<file path="src/rtl/jid_pkg.sv">
// Shared constants, types and encodings for the jump and increment decoder
package jid_pkg;

   // Instruction cycle phases, one clock each
   typedef enum logic [1:0] {Q1, Q2, Q3, Q4} jid_phase_e;

   // Arithmetic status flags written by the increment
   typedef struct packed {
      logic n;   // Negative
      logic ov;  // Overflow
      logic z;   // Zero
      logic dc;  // Digit carry
      logic c;   // Carry
   } jid_flags_s;

   // Data memory request driven toward the core's file registers
   typedef struct packed {
      logic [11:0] addr;   // Byte address in data memory
      logic        we;     // Write strobe, one clock in Q4
      logic [7:0]  wdata;  // Write data
   } jid_mem_s;

   // Opcode fields
   localparam logic [7:0] JUMP_OPCODE    = 8'hEF;  // First jump word, upper byte
   localparam logic [3:0] JUMP_PREFIX    = 4'hF;   // Second jump word, top nibble
   localparam logic [5:0] INC_OPCODE     = 6'h0A;  // Increment, bits 15..10
   localparam int         INC_D_BIT      = 9;      // Destination select bit
   localparam int         INC_A_BIT      = 8;      // Bank select bit

   // Addressing constants
   localparam logic [7:0] INDEX_LIMIT    = 8'h5F;  // Highest indexed offset
   localparam logic [7:0] ACCESS_SPLIT   = 8'h60;  // Access bank low/high boundary
   localparam logic [3:0] ACCESS_HIGH    = 4'hF;   // Bank of upper access half
   localparam logic [3:0] ACCESS_LOW     = 4'h0;   // Bank of lower access half
   localparam logic [20:0] PC_STEP       = 21'h000002; // Bytes per instruction word
   localparam logic [8:0] INC_ONE        = 9'h001;
   localparam logic [7:0] SIGNED_MAX     = 8'h7F;

   // Register port map
   localparam logic [1:0] REG_CTRL       = 2'h0;   // Bit 0 enables extended set
   localparam logic [1:0] REG_FLAGS      = 2'h1;   // Status flags, read only
   localparam logic [1:0] REG_WORK       = 2'h2;   // Working register
   localparam logic [1:0] REG_PCLOW      = 2'h3;   // Program counter bits 7..0
   localparam int         CTRL_EXT_BIT   = 0;
   localparam logic [7:0] CTRL_RESET     = 8'h00;
   localparam logic [7:0] WORK_RESET     = 8'h00;
   localparam logic [20:0] PC_RESET      = 21'h000000;

endpackage : jid_pkg

</file>
<file path="src/rtl/jid_jump_and_increment_decode.sv">
// Decode and execute of the absolute jump and the file register increment
`timescale 1ns/10ps
module jid_jump_and_increment_decode
(
   input  wire logic             clk,          // 125 MHz core clock
   input  wire logic             rst,          // Synchronous, active high
   input  wire logic [15:0]      instrWord,    // Current instruction word, valid in Q1
   input  wire logic [15:0]      instrNext,    // Following program word, valid in Q4
   input  wire logic [3:0]       bankSelect,   // Bank select register value
   input  wire logic [11:0]      indexBase,    // Base pointer for indexed addressing
   input  wire logic [7:0]       memRdata,     // File register read data, sampled in Q2
   output jid_pkg::jid_mem_s     memReq,       // File register address and write
   output jid_pkg::jid_phase_e   phase,        // Current instruction phase
   output logic [20:0]           pc,           // Program counter
   output jid_pkg::jid_flags_s   flags,        // Status flags
   output logic [7:0]            workReg,      // Working register
   input  wire logic [1:0]       regAddr,      // Register port address
   input  wire logic [7:0]       regWdata,     // Register port write data
   input  wire logic             regWr,        // Register port write strobe
   input  wire logic             regRd,        // Register port read strobe
   output logic [7:0]            regRdata      // Read data, cycle after strobe
);

   // Whole block state in one record
   typedef struct packed {
      jid_pkg::jid_phase_e phase;     // Phase counter
      logic [20:0]         pc;        // Program counter
      logic [7:0]          work;      // Working register
      jid_pkg::jid_flags_s flags;     // Status flags
      logic [7:0]          ctrl;      // Control register
      logic                flush;     // Current cycle is the idle jump tail
      logic                isJump;    // Current cycle is a jump
      logic                isInc;     // Current cycle is an increment
      logic                dBit;      // Destination select
      logic [7:0]          kLow;      // Low jump target byte
      logic [7:0]          operand;   // Value read from file register
      logic [8:0]          sum;       // Operand plus one, with carry
      jid_pkg::jid_flags_s incFlags;  // Flags computed in Q3
      jid_pkg::jid_mem_s   mem;       // Data memory request
      logic [7:0]          rdata;     // Register port read data
   } jid_state_s;

   jid_state_s state;       // Registered state
   jid_state_s next_state;  // Next value

   // First jump word match
   function automatic logic isJumpWord(input logic [15:0] w);
      isJumpWord = (w[15:8] == jid_pkg::JUMP_OPCODE);
   endfunction : isJumpWord

   // Increment opcode match
   function automatic logic isIncWord(input logic [15:0] w);
      isIncWord = (w[15:10] == jid_pkg::INC_OPCODE);
   endfunction : isIncWord

   // Effective file address for byte operands
   function automatic logic [11:0] effAddr(input logic [15:0] w, input logic ext,
                                           input logic [3:0] bank, input logic [11:0] base);
      logic [7:0] f;
      f = w[7:0];
      if (w[jid_pkg::INC_A_BIT])
         effAddr = {bank, f};
      else if (ext && f <= jid_pkg::INDEX_LIMIT)
         effAddr = base + {4'h0, f};
      else if (f < jid_pkg::ACCESS_SPLIT)
         effAddr = {jid_pkg::ACCESS_LOW, f};
      else
         effAddr = {jid_pkg::ACCESS_HIGH, f};
   endfunction : effAddr

   // Next state: phase walk, decode, execute and register port
   always_comb
   begin
      next_state = state;
      next_state.mem.we = 1'b0;
      next_state.rdata = 8'h00;
      unique case (state.phase)
         jid_pkg::Q1:
         begin
            // Decode; the idle tail of a jump decodes nothing
            next_state.phase = jid_pkg::Q2;
            next_state.isJump = !state.flush && isJumpWord(instrWord);
            next_state.isInc = !state.flush && isIncWord(instrWord);
            next_state.dBit = instrWord[jid_pkg::INC_D_BIT];
            next_state.mem.addr = effAddr(instrWord, state.ctrl[jid_pkg::CTRL_EXT_BIT],
                                          bankSelect, indexBase);
            next_state.kLow = instrWord[7:0];
         end
         jid_pkg::Q2:
         begin
            // Read the file register; the jump keeps its low byte latched
            next_state.phase = jid_pkg::Q3;
            next_state.operand = memRdata;
         end
         jid_pkg::Q3:
         begin
            // Add one and prepare flags and the write strobe
            next_state.phase = jid_pkg::Q4;
            next_state.sum = {1'b0, state.operand} + jid_pkg::INC_ONE;
            next_state.incFlags.c = next_state.sum[8];
            next_state.incFlags.dc = (state.operand[3:0] == 4'hF);
            next_state.incFlags.n = next_state.sum[7];
            next_state.incFlags.z = (next_state.sum[7:0] == 8'h00);
            next_state.incFlags.ov = (state.operand == jid_pkg::SIGNED_MAX);
            next_state.mem.wdata = next_state.sum[7:0];
            next_state.mem.we = state.isInc && state.dBit;
         end
         jid_pkg::Q4:
         begin
            // Write back and move the program counter
            next_state.phase = jid_pkg::Q1;
            next_state.flush = 1'b0;
            next_state.pc = state.pc + jid_pkg::PC_STEP;
            if (state.isInc)
            begin
               next_state.flags = state.incFlags;
               if (!state.dBit)
                  next_state.work = state.sum[7:0];
            end
            // A malformed second word is treated as no jump at all
            if (state.isJump && instrNext[15:12] == jid_pkg::JUMP_PREFIX)
            begin
               next_state.pc = {instrNext[11:0], state.kLow, 1'b0};
               next_state.flush = 1'b1;
            end
            next_state.isJump = 1'b0;
            next_state.isInc = 1'b0;
         end
      endcase
      // Software writes; a write to the working register yields to the core in Q4
      if (regWr)
      begin
         if (regAddr == jid_pkg::REG_CTRL)
            next_state.ctrl = regWdata;
         else if (regAddr == jid_pkg::REG_WORK && !(state.phase == jid_pkg::Q4 && state.isInc && !state.dBit))
            next_state.work = regWdata;
      end
      // Read data appears in the cycle after the strobe only
      if (regRd)
      begin
         unique case (regAddr)
            jid_pkg::REG_CTRL:  next_state.rdata = state.ctrl;
            jid_pkg::REG_FLAGS: next_state.rdata = {3'h0, state.flags};
            jid_pkg::REG_WORK:  next_state.rdata = state.work;
            jid_pkg::REG_PCLOW: next_state.rdata = state.pc[7:0];
         endcase
      end
   end

   // State register
   always_ff @(posedge clk)
   begin
      if (rst)
      begin
         state <= '0;
         state.phase <= jid_pkg::Q1;
         state.pc <= jid_pkg::PC_RESET;
         state.work <= jid_pkg::WORK_RESET;
         state.ctrl <= jid_pkg::CTRL_RESET;
      end
      else
         state <= next_state;
   end

   // Outputs straight from state
   assign memReq = state.mem;
   assign phase = state.phase;
   assign pc = state.pc;
   assign flags = state.flags;
   assign workReg = state.work;
   assign regRdata = state.rdata;
endmodule : jid_jump_and_increment_decode

</file>
<file path="config.mk">
export PLATFORM = sky130hd
export DESIGN_NAME = jid_jump_and_increment_decode
export DESIGN_NICKNAME = d
export VERILOG_FILES = /design/src/rtl/jid_pkg.sv /design/src/rtl/jid_jump_and_increment_decode.sv
export SDC_FILE = /design/constraint.sdc
export NUM_CORES = 1
export LEC_CHECK = 0
export BUFFER_PORTS_ARGS = -buffer_cell sky130_fd_sc_hd__buf_2
export CAP_MARGIN = 15
export CORE_ASPECT_RATIO = 1.2
export CORE_MARGIN = 5
export CORE_UTILIZATION = 33
export CTS_CLUSTER_DIAMETER = 200
export CTS_CLUSTER_SIZE = 12
export DETAILED_ROUTE_END_ITERATION = 8
export MAX_ROUTING_LAYER = met4
export PLACE_DENSITY_LB_ADDON = 0.12
export SLEW_MARGIN = 5
export SYNTH_ARGS = -nofsm -noshare
export SYNTH_HDL_FRONTEND = slang
export SYNTH_SLANG_ARGS = --single-unit
</file>
<file path="constraint.sdc">
create_clock -name clk -period 2.1 [get_ports clk]
set_clock_uncertainty 0.05 [all_clocks]
set_input_delay 0.105 -clock clk [delete_from_list [all_inputs] [get_ports clk]]
set_output_delay 0.105 -clock clk [all_outputs]
set_load 0.01 [all_outputs]
</file>
Yosys cells after proc, flatten, opt, wreduce, memory -nomap -nowiden
Index checks and enable logic that the tools add are counted.
{ "op_classes": {"add_sub_neg": 3, "magnitude_cmp": 2, "eq_ne": 11, "n_mux": 14, "bitwise_logic": 2, "n_reduce_logical": 19} }
{ "ops": {"columns": ["cell", "n"], "rows": [
  ["$mux W12", 3],
  ["$mux W8", 4],
  ["$pmux W8 S4", 1],
  ["$mux W13", 2],
  ["$add A21 B2 Y21 const B", 1],
  ["$mux W21", 1],
  ["$add A12 B8 Y12", 1],
  ["$add A8 B1 Y9 const B", 1],
  ["$eq A2 B2 Y1 const B", 4],
  ["$eq A4 B4 Y1 const B", 2],
  ["$eq A8 B7 Y1 const B", 1],
  ["$eq A8 B8 Y1 const B", 1],
  ["$le A8 B7 Y1 const B", 1],
  ["$logic_and A1 B1 Y1", 8],
  ["$logic_not A8 Y1", 1],
  ["$lt A8 B7 Y1 const B", 1],
  ["$pmux W2 S4", 1],
  ["$eq A6 B4 Y1 const B", 1],
  ["$eq A2 B1 Y1 const B", 2],
  ["$logic_not A2 Y1", 2],
  ["$pmux W2 S2", 1],
  ["$reduce_and A2 Y1", 2],
  ["$reduce_or A2 Y1", 2],
  ["$logic_not A1 Y1", 3],
  ["3 further kinds", 4]
]} }
{ "totals": {"reg_bits": 106, "input_bits": 70, "out_inout_bits": 65, "elab_cells": 76} }

Depth between registers and ports, before layout
{ "logic_depth": {"depth_word": 8, "mapped_depth": 8, "ltp_nobuf": 8} }

Least setup slack after synthesis
OpenSTA, ideal clock, no wires.
{ "synth_timing": {"kind": "flip-flop to flip-flop", "startpoint": "reg, netlist name phase[0]", "endpoint": "reg state[51] (netlist bit)", "setup_ns": 0.128, "arrival_ns": 1.599, "t_required_ns": 1.922, "setup_slack_ns": 0.324, "path_stages_with_launch": 8, "path_buffers": 3, "period_less_slack_ns": 1.776, "path_cell_list": "dfxtp_1 -> inv_1 -> ha_1 -> clkbuf_1 -> clkbuf_1 -> buf_2 -> mux2i_1 -> nor2_1"} }
{ "synth_via": {"elab_chain_cells": 1} }
{ "synth_lines": {"columns": ["element", "line_no", "text"], "rows": [
  ["$logic_not A2 Y1", "jid_jump_and_increment_decode.sv:77", "unique case (state.phase)"],
  ["end signal: assignment", "jid_jump_and_increment_decode.sv:162", "state <= next_state;"],
  ["end: declaration", "jid_jump_and_increment_decode.sv:43", "jid_state_s state;"]
]} }
No other way between the ends.
A chain may end at the register's enable or synchronous reset.

Worst setup path after layout
{ "layout_timing": {"startpoint": "in instrWord[1]", "endpoint": "reg state (netlist bit memReq[20])"} }
{ "layout_via": {"elab_chain_cells": 4, "elab_cells_between_ends": 7, "classes_between": "add/sub (1); order compare (2); mux (3); reduce/logical (1)"} }
{ "layout_lines": {"columns": ["element", "line_no", "text"], "rows": [
  ["start: declaration", "jid_jump_and_increment_decode.sv:7", "input wire logic [15:0] instrWord,"],
  ["$lt A8 B7 Y1 / $le A8 B7 Y1 (equally long branches)", "jid_jump_and_increment_decode.sv:65, jid_jump_and_increment_decode.sv:63", null],
  ["$mux W12 / $logic_and A1 B1 Y1 (equally long branches)", "jid_jump_and_increment_decode.sv:65, jid_jump_and_increment_decode.sv:63", null],
  ["$mux W12 (*)", "jid_jump_and_increment_decode.sv:63", "else if (ext && f <= jid_pkg::INDEX_LIMIT)"],
  ["$mux W12 (*)", "jid_jump_and_increment_decode.sv:61", "if (w[jid_pkg::INC_A_BIT])"]
]} }
Every way passes the cells marked *; elsewhere a longest branch is shown, timed or not.

==> out/metrics.cfg <==
[global_route]
grt_pass1_vias=4932
grt_usage_pct=16.7
grt_busiest_layer=met2
grt_max_degree=89
met3_usage_pct=3.03
grt_pass1_wl_mm=25.2
use_met2_pct=25.9
antenna_found_initial=0
overflow=0
gr-usage-met1_pct=21.7

[cts]
cts_buffer_depth=2
cts.sinks=96
clk_latency_ns=0.35
cts_buffers=9
cts_tree=built
h-tree-depth=3
clkTransAtPathRegs_ns=0.07
root_buffer=clkbuf_16

[timing]
setup_viol=0
relSlewSlack_pct=64.9
worstMarginPinSlew_ns=0.523
period_share_pct=94.4
maxSlewViolCount=0
rsz0062_at_grt=false
hold_violations=0
max_freq_mhz=504
min_period_ns=1.98
setup-tns-final_ns=0

[floorplan]
die_area_sq_um=19300
ios=135
rows=51
die_h_um=151
initial_core_util_pct=33.8
die_x_um=128
fp.coreArea_sq_um=16300

[synthesis]
postSynthAreaPerCell_sq_um=8.29
async_reset_ff_share_pct=0
synthCells=663
ys_warn_count=0
synth_nets=749
seq_area_frac_synth_pct=35.0
synth_edf_count=0
synth.distinct_cells=68
ys_ff_latch=96
syn_area_sq_um=5490
synthFlopType=dfxtp_1

[cells_and_area]
multi_input_area_sq_um=2880
seqCellArea_sq_um=1920
diodes=0
area_growth_pct=19.0
fin_cells=966
layout.nets=835
num-fill-cells=1683
design_area_sq_um=6540
drive_gt1_share_pct=24.3

[setup_path]
r2r_cells=5
crit_path_start_kind=input port
path_cells=dlygate4sd3_1 > buf_2 > ha_1 > a21oi_1 > o221ai_1 > a31oi_1 > o311a_1 > o21ai_0
critPathKind=in2reg
critical_path_required_ns=2.28
crit_path_max_incr_delay_ns=0.53
rrSetupSlack_ns=0.16
r2r_start=pc[1]$_SDFFE_PP0N_
cp_slowest_cell=dlygate4sd3_1
r2r_end=pc[18]$_SDFFE_PP0N_
critPathMaxFanout=4
worstPathArrival_ns=2.17
endpoint_kind=flip-flop

[routing]
dr.pass1.iters=4
via_per_inst=5.09
drt_iter0_drc=257
num_vias=4918
drc=0
ant_nets=0
wire_per_inst_um=16.3
drt_wl_total_mm=15.7

[placed_design]
portBuffers=133
hpwl_mm=11.8
place_inst=924
placedInstanceArea_sq_um=5930
gp_congestion=0.864

[worst_hold_path]
hold_depth=3
min_from=instrWord[0]
min_delay_worst_endpoint=state[51]$_SDFFE_PP0N_
hold_class=in2reg

[power]
p_per_area_nw_per_um2=804
vdd_drop_max_v=0.000433
p_leak_nw=2.81

[status]
outcome=finished, final reports clean

[run]
max_cap_viol_count=0

[sequential cells by signal (all words and copies together), names as in the netlist]
name / cells
pc: 20
memReq: 20
workReg: 8
state: 33
regRdata: 8
flags: 5
phase: 2
[repair_timing]
action | 4_1_cts | 5_1_grt
hold buffers | 26 | 0
resized for setup | 0 | 4
setup buffers | 0 | 0
hold endpoints to repair | 33 | 0
setup endpoints to repair | 0 | 4
[cell usage after synthesis, drive strengths merged (2+ instances only)]
master,n,area (sq um)
dfxtp,96,1920
buf,78,548
nor2,65,244
nand2,57,214
a21oi,45,225
mux2i,30,300
o21ai,29,145
nand3,25,125
clkbuf,23,87.6
a211oi,21,158
inv,20,75.1
ha,15,188
and3,13,81.3
nor3,11,71.3
nand2b,10,62.6
nor2b,10,62.6
nand4,9,68.8
nor4,7,43.8
a311oi,6,52.6
and2,6,37.5
or3,6,42.5
a22oi,5,37.5
a31oi,5,31.3
o21a,5,37.5
a21o,4,30.0
and4,4,35.0
mux4,4,93.8
nor3b,4,30.0
o211ai,4,30.0
xor2,4,35.0
a32o,3,30.0
mux2,3,33.8
nand3b,3,22.5
o2111ai,3,26.3
o22ai,3,18.8
a2111oi,2,23.8
a2bb2oi,2,17.5
o221ai,2,17.5
or2,2,12.5
xnor2,2,17.5
[cells in the final DEF, fill, tap and decap left out, drive strengths merged, types with 11 or more instances in the layout]
cell type	n
a211oi	21
a21oi	45
and3	13
buf	150
clkbuf	11
dfxtp	96
dlygate4sd3	26
ha	15
inv	22
mux2i	30
nand2	57
nand3	25
nor2	65
nor3	11
o21ai	29
[where the power goes]
group / total, mW / switching [mW] / internal [mW] / leakage (nW)
Combinational: 1.24 / 0.694 / 0.548 / 1.87
Clock: 1.84 / 0.748 / 1.09 / 0.161
Sequential: 2.18 / 0.167 / 2.01 / 0.782
Total: 5.25 / 1.61 / 3.65 / 2.81
[per-stage QoR]
step	power (mW)	hold slack (ns)	utilization (%)	setup slack (ns)
after floorplan	3.12	0.150	-	0.324
after global placement	3.41	0.290	36.4	0.138
after detailed placement	3.43	0.301	36.4	0.102
after CTS	5.32	0.0118	40.1	0.0428
after global routing	5.56	0.0411	40.2	0.0112
final	5.25	0.0148	40.2	0.117
[worst max path at each step]
stage | startpoint | end | slack (ns) | depth (start not counted)
final | instrWord[1] | memReq[20]$_SDFFE_PP0N_ | 0.12 | 8
after global routing | pc[1]$_SDFFE_PP0N_ | pc[11]$_SDFFE_PP0N_ | 0.01 | 6
after CTS | instrWord[1] | memReq[19]$_SDFFE_PP0N_ | 0.04 | 9
after detailed placement | instrWord[0] | memReq[19]$_SDFFE_PP0N_ | 0.10 | 9
after global placement | instrWord[0] | memReq[19]$_SDFFE_PP0N_ | 0.14 | 9
after floorplan | phase[0]$_SDFF_PP0_ | state[51]$_SDFFE_PP0N_ | 0.32 | 7
[logic make-up after synthesis]
logic type,count (synthesis),share of synthesized area (%)
AO/OA/AOI/OAI,151,18.0
XOR/XNOR,6,0.956
adder cells (fa/ha/maj),16,3.78
buffers and inverters,121,12.9
flip-flops,96,35.0
multiplexers,37,7.79
other,1,0.0683
AND/OR/NAND/NOR,235,21.5
[final cells by class]
class                           instances  area share (%)
Clock inverter                          5            1.32
Timing Repair Buffer                  176            16.3
Sequential cell                        96            29.4
Multi-Input combinational cell        446            44.1
Tap cell                              212            4.06
Clock buffer                           11            3.71
Inverter                               20            1.15
[worst max-delay path, delay by kind of cell]
| kind | cells | cell delay [ns] |
|---|---|---|
| AO/OA/AOI/OAI | 5 | 1.10 |
| buffers and inverters | 2 | 0.67 |
| adder cells (fa/ha/maj) | 1 | 0.29 |
[layer usage]
layer	share of wire (%)	routed length (um)
met1	47	7430
met2	46	7260
met3	4.9	770
met4	1.8	281
met5	0	0
Note: power is estimated with default switching activity, not from simulation.
